--- config.mk ---
export PLATFORM = sky130hd
export DESIGN_NAME = charger_event_irq
export DESIGN_NICKNAME = d
export VERILOG_FILES = /design/src/hw/event_irq_pkg.sv /design/src/hw/charger_event_irq.sv
export SDC_FILE = /design/constraint.sdc
export NUM_CORES = 1
export LEC_CHECK = 0
export BUFFER_PORTS_ARGS = -buffer_cell sky130_fd_sc_hd__buf_2
export CAP_MARGIN = 20
export CORE_MARGIN = 2
export CORE_UTILIZATION = 55
export CTS_CLUSTER_DIAMETER = 150
export DETAILED_ROUTE_END_ITERATION = 12
export GPL_TIMING_DRIVEN = 0
export MAX_ROUTING_LAYER = met4
export PLACE_DENSITY = 0.83
export SLEW_MARGIN = 10
export SYNTH_ARGS = -nofsm -noshare
export SYNTH_HDL_FRONTEND = slang
export SYNTH_SLANG_ARGS = --single-unit
--- constraint.sdc ---
create_clock -name mclk_i -period 3.5 [get_ports mclk_i]
set_input_delay 0.175 -clock mclk_i [delete_from_list [all_inputs] [get_ports mclk_i]]
set_output_delay 0.175 -clock mclk_i [all_outputs]
set_load 0.05 [all_outputs]
--- src/hw/event_irq_pkg.sv ---
// event_irq_pkg: register map, field positions and carriers of the charger event logic
// assumes the serial-bus front end delivers decoded byte reads and writes
package event_irq_pkg;
	localparam logic [7:0] fault_flags_addr  = 8'h22;
	localparam logic [7:0] mask_low_addr     = 8'h23;
	localparam logic [7:0] mask_high_addr    = 8'h24;
	localparam logic [7:0] flags_reset_val   = 8'h00;
	localparam logic [7:0] mask_reset_val    = 8'h00;
	// fault flag positions
	localparam int input_fault_bit   = 7;
	localparam int battery_fault_bit = 6;
	localparam int system_fault_bit  = 5;
	localparam int path_fault_bit    = 4;
	localparam int thermal_shut_bit  = 3;
	localparam int temp_zone_bit     = 0;
	localparam logic [7:0] fault_flag_used  = 8'hF9;
	// mask low positions
	localparam int conv_done_bit     = 6;
	localparam int thermal_reg_bit   = 5;
	localparam int min_sys_bit       = 4;
	localparam int in_current_bit    = 3;
	localparam int in_voltage_bit    = 2;
	localparam int charge_timer_bit  = 1;
	localparam int watchdog_bit      = 0;
	// mask high positions
	localparam int charge_status_bit = 3;
	localparam int input_status_bit  = 0;
	localparam logic [7:0] mask_high_used   = 8'h09;
	// low pulse width on the interrupt output, in clock cycles
	localparam logic [3:0] irq_pulse_cycles = 4'h8;

	// analog event levels as seen by this block
	typedef struct packed {
		logic       input_fault;
		logic       battery_fault;
		logic       system_fault;
		logic       path_fault;
		logic       thermal_shutdown;
		logic [2:0] temp_zone;
	} fault_levels_t;

	typedef struct packed {
		logic conv_done;
		logic thermal_reg;
		logic min_sys;
		logic in_current;
		logic in_voltage;
		logic charge_timer;
		logic watchdog;
		logic charge_status;
		logic input_status;
	} charger_events_t;

	typedef struct packed {
		logic       rd;
		logic       wr;
		logic [7:0] addr;
		logic [7:0] wdata;
	} reg_access_t;
endpackage

--- src/hw/charger_event_irq.sv ---
// charger_event_irq: fault flag latching, charger event masks and interrupt pulse
// assumes fault levels come from analog comparators (other domain), events are
// one-cycle pulses from local logic, and register access comes from the bus front end
`timescale 1ns/1ns

// Summary of operation
// - input overvoltage or sleep sets bit 7
// - battery overcurrent or overvoltage sets bit 6
// - system overvoltage or short sets bit 5
// - power-path or boost fault sets bit 4
// - thermal shutdown rising edge sets bit 3
// - temperature zone change sets bit 0
// - conversion-done mask, one-shot mode only
// - thermal regulation entry mask
// - minimum system entry and exit mask
// - input current limit entry mask
// - input voltage limit entry mask
// - charge safety timer expiry mask
// - bus watchdog expiry mask
// - input status change mask
// - charge status change mask
// - register reset clears all masks
module charger_event_irq
	import event_irq_pkg::*;
(
	input  wire logic            mclk_i,
	input  wire logic            reset_n_i,
	input  wire logic            reg_reset_i,
	input  wire logic            one_shot_mode_i,
	input  wire fault_levels_t   fault_levels_i,
	input  wire charger_events_t charger_events_i,
	input  wire reg_access_t     access_i,
	output logic [7:0]           rdata_o,
	output logic                 irq_n_o
);
	// synchroniser and edge history
	fault_levels_t   sync1_q;
	fault_levels_t   sync2_q;
	fault_levels_t   prev_q;
	logic [7:0]      set_v;

	// flags, masks and register decode
	logic [7:0]      flags_q;
	logic [7:0]      flags_d;
	logic [7:0]      mask_low_q;
	logic [7:0]      mask_high_q;
	logic [7:0]      rdata_d;
	logic            flags_rd;
	logic            low_wr;
	logic            high_wr;

	// event gating and interrupt pulse
	charger_events_t evt_mask;
	wire logic [8:0] evt_gate;
	logic            fault_fire;
	logic            evt_fire;
	logic            fire;
	logic            pulse_busy;
	logic [3:0]      pulse_cnt_q;
	logic [3:0]      pulse_cnt_d;
	logic            irq_n_d;

	// two-flop synchroniser for comparator levels
	always_ff @(posedge mclk_i) begin
		if (!reset_n_i) begin
			sync1_q <= '0;
			sync2_q <= '0;
		end else begin
			sync1_q <= fault_levels_i;
			sync2_q <= sync1_q;
		end
	end

	// previous synchronised levels for edge detection
	always_ff @(posedge mclk_i) begin
		if (!reset_n_i) begin
			prev_q <= '0;
		end else begin
			prev_q <= sync2_q;
		end
	end

	// rising edges of fault conditions; any change of temperature zone
	always_comb begin
		set_v = 8'h00;
		set_v[input_fault_bit]   = sync2_q.input_fault & ~prev_q.input_fault;
		set_v[battery_fault_bit] = sync2_q.battery_fault & ~prev_q.battery_fault;
		set_v[system_fault_bit]  = sync2_q.system_fault & ~prev_q.system_fault;
		set_v[path_fault_bit]    = sync2_q.path_fault & ~prev_q.path_fault;
		set_v[thermal_shut_bit]  = sync2_q.thermal_shutdown & ~prev_q.thermal_shutdown;
		set_v[temp_zone_bit]     = sync2_q.temp_zone != prev_q.temp_zone;
	end

	// register access decode
	always_comb begin
		flags_rd = access_i.rd && access_i.addr == fault_flags_addr;
		low_wr   = access_i.wr && access_i.addr == mask_low_addr;
		high_wr  = access_i.wr && access_i.addr == mask_high_addr;
	end

	// flags clear on read; a set in the read cycle wins
	always_comb begin
		flags_d = flags_q;
		if (flags_rd) begin
			flags_d = flags_reset_val;
		end
		flags_d = (flags_d | set_v) & fault_flag_used;
	end

	// flag register
	always_ff @(posedge mclk_i) begin
		if (!reset_n_i || reg_reset_i) begin
			flags_q <= flags_reset_val;
		end else begin
			flags_q <= flags_d;
		end
	end

	// mask low register; bit 7 is plain storage
	always_ff @(posedge mclk_i) begin
		if (!reset_n_i || reg_reset_i) begin
			mask_low_q <= mask_reset_val;
		end else if (low_wr) begin
			mask_low_q <= access_i.wdata;
		end
	end

	// mask high register; reserved bits stay zero
	always_ff @(posedge mclk_i) begin
		if (!reset_n_i || reg_reset_i) begin
			mask_high_q <= mask_reset_val;
		end else if (high_wr) begin
			mask_high_q <= access_i.wdata & mask_high_used;
		end
	end

	// read data select; unmapped addresses read zero
	always_comb begin
		rdata_d = rdata_o;
		if (access_i.rd) begin
			unique case (access_i.addr)
				fault_flags_addr: rdata_d = flags_q;
				mask_low_addr:    rdata_d = mask_low_q;
				mask_high_addr:   rdata_d = mask_high_q;
				default:          rdata_d = 8'h00;
			endcase
		end
	end

	// read data register
	always_ff @(posedge mclk_i) begin
		if (!reset_n_i) begin
			rdata_o <= 8'h00;
		end else begin
			rdata_o <= rdata_d;
		end
	end

	// mask bit of each charger event, in the event layout
	always_comb begin
		evt_mask               = '0;
		evt_mask.conv_done     = mask_low_q[conv_done_bit] | ~one_shot_mode_i;
		evt_mask.thermal_reg   = mask_low_q[thermal_reg_bit];
		evt_mask.min_sys       = mask_low_q[min_sys_bit];
		evt_mask.in_current    = mask_low_q[in_current_bit];
		evt_mask.in_voltage    = mask_low_q[in_voltage_bit];
		evt_mask.charge_timer  = mask_low_q[charge_timer_bit];
		evt_mask.watchdog      = mask_low_q[watchdog_bit];
		evt_mask.charge_status = mask_high_q[charge_status_bit];
		evt_mask.input_status  = mask_high_q[input_status_bit];
	end

	// an event passes only while its mask bit is clear
	for (genvar b = 0; b < 9; b++) begin : gen_gate
		assign evt_gate[b] = charger_events_i[b] & ~evt_mask[b];
	end

	// fault edges always fire; charger events fire when unmasked
	always_comb begin
		fault_fire = |set_v;
		evt_fire   = |evt_gate;
		fire       = fault_fire | evt_fire;
	end

	// a pulse is running while the counter is non-zero
	always_comb begin
		pulse_busy = pulse_cnt_q != 4'h0;
	end

	// single low pulse; events during a pulse merge into it
	always_comb begin
		pulse_cnt_d = pulse_cnt_q;
		irq_n_d     = 1'b1;
		if (fire && !pulse_busy) begin
			pulse_cnt_d = irq_pulse_cycles - 4'h1;
			irq_n_d     = 1'b0;
		end else if (pulse_busy) begin
			pulse_cnt_d = pulse_cnt_q - 4'h1;
			irq_n_d     = 1'b0;
		end
	end

	// pulse counter
	always_ff @(posedge mclk_i) begin
		if (!reset_n_i) begin
			pulse_cnt_q <= 4'h0;
		end else begin
			pulse_cnt_q <= pulse_cnt_d;
		end
	end

	// interrupt output register
	always_ff @(posedge mclk_i) begin
		if (!reset_n_i) begin
			irq_n_o <= 1'b1;
		end else begin
			irq_n_o <= irq_n_d;
		end
	end
endmodule // charger_event_irq

* After elaboration in Yosys (flattened, before gate mapping) *
Cells that the tools add are included.

storage, ports and cells
  memories kept = 0
  bits in read-only memories = 0
  latch bits = 0
  memory bits (writable) = 0
  flip-flop bits (word level) = 55
  input port bits = 39
  output and inout bits = 9

operators by class
  bitwise operators = 33
  magnitude comparators = 0
  equality and inequality tests = 4
  reductions and logical operators = 12
  multiply operators = 0
  div/mod/pow operators = 0
  mux-type cells = 6
  add/sub/neg operators = 1
  shift operators = 0

operator list
  operator             number
  $eq 8x6->1 const B   3
  $pmux 8 s3           1
  $not 1->1            16
  $and 1x1->1          14
  $reduce_or 9->1      1
  $mux 8               1
  $or 8x8->8           1
  $mux 3               2
  $reduce_or 6->1      1
  $logic_and 1x1->1    4
  $reduce_bool 4->1    1
  $sub 4x1->4 const B  1
  $ne 3x3->1           1
  $logic_not 1->1      2
  $mux 1               2
  $or 1x1->1           2
  $reduce_bool 2->1    1
  $reduce_or 2->1      1
  $logic_or 1x1->1     1

* Longest topological paths before layout *
  word-level depth = 8
  mapped depth = 6
  depth with buffers taken out = 6

* Worst setup path before layout *
Ideal clock, no wire load.

  path kind = register to register
  from = register pulse_cnt_q[0]
  to = register pulse_cnt_q[0]
  arrival = 1.587 ns
  path buffers = 0
  cell stages (with the launch flop) = 6
  period minus slack after synthesis = 1.708 ns
  slack = 1.792 ns
  data required time = 3.378 ns
  path through = dfxtp_1 -> inv_1 -> ha_1 -> or3b_4 -> or3_1 -> o311a_1

on the way
  longest elaborated chain between the ends = 4
  elaborated cells on any way between the ends = 7
  classes of those cells = 1 x add/sub; 2 x mux; 4 x reduce/logical

RTL lines
  element                                              line                      text
  start: declaration                                   charger_event_irq.sv:59   logic [3:0] pulse_cnt_q;
  start signal: assignment                             charger_event_irq.sv:208  pulse_cnt_q <= pulse_cnt_d;
  branches (longest 4 deep; another with $sub 4x1->4)  --

Several ways; the timed one is not identified. The select of a mux whose other input is x is not followed.
A chain may end at the register's enable or synchronous reset.

* Worst setup path in the final report *
Ends and elaborated chain as after synthesis.

==> metrics.md <==
| Metric | Value |
|---|---|
| Tmin final | `about 1800 ps` |
| Synth warn | `0` |
| Hold WC Path Type | `in2reg` |
| Total Power | `approximately 1.1 mW` |
| Synth area leaders | `dfxtp_1, and2_1, nand2_1` |
| Startpoint class of the critical path | `flop` |
| # DRC | `0` |
| Internal | `0.849 mW` |
| Worst-path maximum fanout | `5` |
| Vias per std cell | `5.11` |
| Synth area leader | `dfxtp_1` |
| Post-Syn Instances | `215` |
| Reg2Reg Setup Slack | `1670 ps` |
| Status | `complete, no violations` |
| Syn_nets | `256` |
| Syn-to-layout area delta | `18.7%` |
| PwrDens | `478 mW/mm²` |
| # IOs | `48` |
| Yosys reg bits | `53` |
| FF-to-FF path depth | `5` |
| Final setup fails | `0` |
| Hold Path Sink | `sync1_q[4]` |
| # port buffers | `44` |
| H-tree depth | `2` |
| Placed Area | `0.00230 mm²` |
| Commonest cells after routing, fill and taps aside | `dfxtp_1, buf_2, and2_1` |
| Critical Path Start | `pulse_cnt_q[0]` |
| Clk pwr share | `a little under a third` |
| Min-delay src | `fault_levels_i[4]` |
| Worst VDD drop | `0.308 mV` |
| Fill cells | `308` |
| Slew headroom | `67.3%` |
| Family with the most delay on the worst path | `simple AND/OR/NAND/NOR gates` |
| Multi-input logic area | `897 µm²` |
| Post-Route WL | `3960 µm` |
| Wire per inst | `12.6 µm` |
| Detailed Place HPWL | `3020 µm` |
| CTS buffer count | `5` |
| Reg2reg start | `pulse_cnt_q[0]` |
| Final Hold Viols | `0` |
| Arr. time, crit path | `approximately 2000 ps` |
| RR Endpoint | `pulse_cnt_q[0]` |
| Syn avg cell area | `9.40 µm²` |
| Crit end category | `flop` |
| Part of the power in combinational logic | `12.1%` |
| Most common cell after layout, fill and taps aside | `dfxtp_1` |
| Fin crit share | `a little over half` |
| Max Cap Viol | `0` |
| All-Layer GR Usage | `20.8%` |
| CTS sink count | `53` |
| Site row count | `22` |
| Lkg Pwr | `0.982 nW` |
| Setup repair bufs after CTS | `0` |
| Detail Route Antenna Nets | `0` |
| RSZ-0062 raised after global routing | `false` |
| Routability cong. | `~0.78` |
| Clk_skew | `about 10 ps` |
| Antenna violations before repair | `0` |
| CTS root buffer | `clkbuf_8` |
| Core Box Area | `between 0.003 and 0.004 mm²` |
| TritonCTS clock tree | `yes` |
| Nets@finish | `307` |
| Chip height | `64.6 µm` |
| # diodes | `0` |
| Initial core utilization | `56.1%` |
| Worst slew pin tran | `490 ps` |
| Design Area, Final | `~0.0024 mm²` |
| CP max-delay cell | `or3b_4` |
| Critical Path RT | `3700 ps` |
| Vias | `1610` |
| CP bufs+invs | `1` |
| Highest Clock Rate | `approximately 550 MHz` |
| Sequential Area | `0.00106 mm²` |
| Post-CTS Hold Buffers | `0` |
| Synthesized area | `~0.0020 mm²` |
| Detailed Routing Iterations Pass 1 | `4` |
| PnR worst setup slack | `roughly 1700 ps` |
| Max Root-Sink Buffers | `2` |
| WHS Path Cells | `2` |
| Reg clk slew, reported paths | `100 ps` |
| Vias in the first global route | `1459` |
| Final Max Slew Viols | `0` |
| Detailed Route Iter0 Violations | `86` |
| P_sw | `0.298 mW` |
| First-pass GRT wire length | `6450 µm` |
| Placed cell count | `307` |
| DP Worst Slack | `1700 ps` |
| Synth top area share | `52.5%` |
| Cts repair resizes | `0` |
| Slowest cell delay on critical path | `410 ps` |
| Sequential power share | `56.4%` |
| Fin cells | `315` |
| Post-synth cell types | `35` |
| Worst-Skew Late Latency | `310 ps` |
| Share of the yosys chip area belonging to registers | `between 50% and 60%` |
| Die Footprint | `0.00418 mm²` |
| Die Width | `64.6 µm` |
| Layout cells sized above 1 | `a little over a fifth` |
| Sw frac | `26.0%` |
| CP Cell Sequence | `inv_1 -> ha_1 -> or3b_4 -> or3_1 -> o311a_1` |
| Critical path class | `reg2reg` |
| Final setup TNS | `0 ps` |
| Total congestion overflow | `0` |
| Pin count of the biggest net entering global routing | `20` |
-- final cells by class --
type / instances / area share, %
plain buffers: 9 / 1.56
clock buffers: 5 / 2.87
clock inverters: 3 / 1.20
inverters: 7 / 1.09
multi-input cells: 146 / 37.4
flip-flops and latches: 53 / 44.2
well taps: 48 / 2.50
repair buffers: 44 / 9.18
-- metrics by stage --
stage               utilization, %  hold slack [ps]
floorplan                        -              302
CTS                           66.6             49.7
detailed placement            63.8              383
global route                  66.6             47.0
finish                        66.6             58.2
global placement              63.8              381
-- synth_stat cells --
master     instances
nand3b_1           1
and4bb_2           1
buf_1              1
or3_1              1
or3b_4             1
nor3b_1            2
xnor2_1            4
and4_1             1
clkbuf_1           5
ha_1               2
a21oi_1           16
nand3_1           13
o221ai_1           1
nand2_1           22
nor3_1             2
o2bb2ai_1          2
o2111a_1           1
nand4_1            1
nor2_1             5
mux2i_1            8
nor4_1             1
o21ai_0            5
a31oi_1            3
o311a_1            1
nor4b_1            1
inv_1              7
dfxtp_1           53
a21boi_0           2
or3_2              1
buf_2              3
nor2b_1           11
nand2b_1           9
and2_1            25
and3_1             2
a222oi_1           1
-- layer usage --
| metal | wire, µm | up-vias | track usage, % |
|---|---|---|---|
| met5 | 0 | - | - |
| met4 | 87 | 0 | 10.1 |
| met3 | 216 | 10 | 5.03 |
| met2 | 1950 | 50 | 35.9 |
| met1 | 1700 | 722 | 22.3 |
| li1 | - | 828 | - |
-- flip-flops by register name, summed over array words and instances (netlist names) --
name / count
pulse_cnt_q: 4
flags_q: 6
mask_high_q: 2
irq_n_o: 1
sync2_q: 8
sync1_q: 8
rdata_o: 8
prev_q: 8
mask_low_q: 8
-- logic make-up (layout without fill, tap and decap cells) --
logic type | after synthesis | after routing | share of synthesized area (%)
AOI/OAI and AO/OA | 32 | 32 | 9.72
xor gates and xnor gates | 4 | 4 | 1.73
adders and majority gates | 2 | 2 | 1.24
buffers and inverters | 16 | 68 | 3.16
DFF | 53 | 53 | 52.5
muxes | 8 | 8 | 3.96
and+or+nand+nor | 100 | 100 | 27.7
-- worst max-delay path by stage --
stage / endpoint / cells after the start / slack (ps)
after floorplan: pulse_cnt_q[0] / 5 / 1790
after detailed placement: pulse_cnt_q[0] / 5 / 1700
after global routing: pulse_cnt_q[0] / 5 / 1570
after CTS: pulse_cnt_q[0] / 5 / 1690
after global placement: pulse_cnt_q[0] / 5 / 1750
final: pulse_cnt_q[0] / 5 / 1670
-- worst reg2reg max path, cell delays in order (launching register included) --
cell and delay (ps):
dfxtp_1 350, inv_1 90, ha_1 160, or3b_4 410, or3_1 380, o311a_1 330
-- power groups by stage --
stage | sequential, mW | clock, mW | combinational [mW]
finish | 0.646 | 0.361 | 0.139
CTS | 0.646 | 0.369 | 0.139
detailed placement | 0.660 | 0 | 0.138
global placement | 0.658 | 0 | 0.132
global route | 0.650 | 0.399 | 0.155
floorplan | 0.658 | 0 | 0.0938
Note: power is estimated with default switching activity, not from simulation.
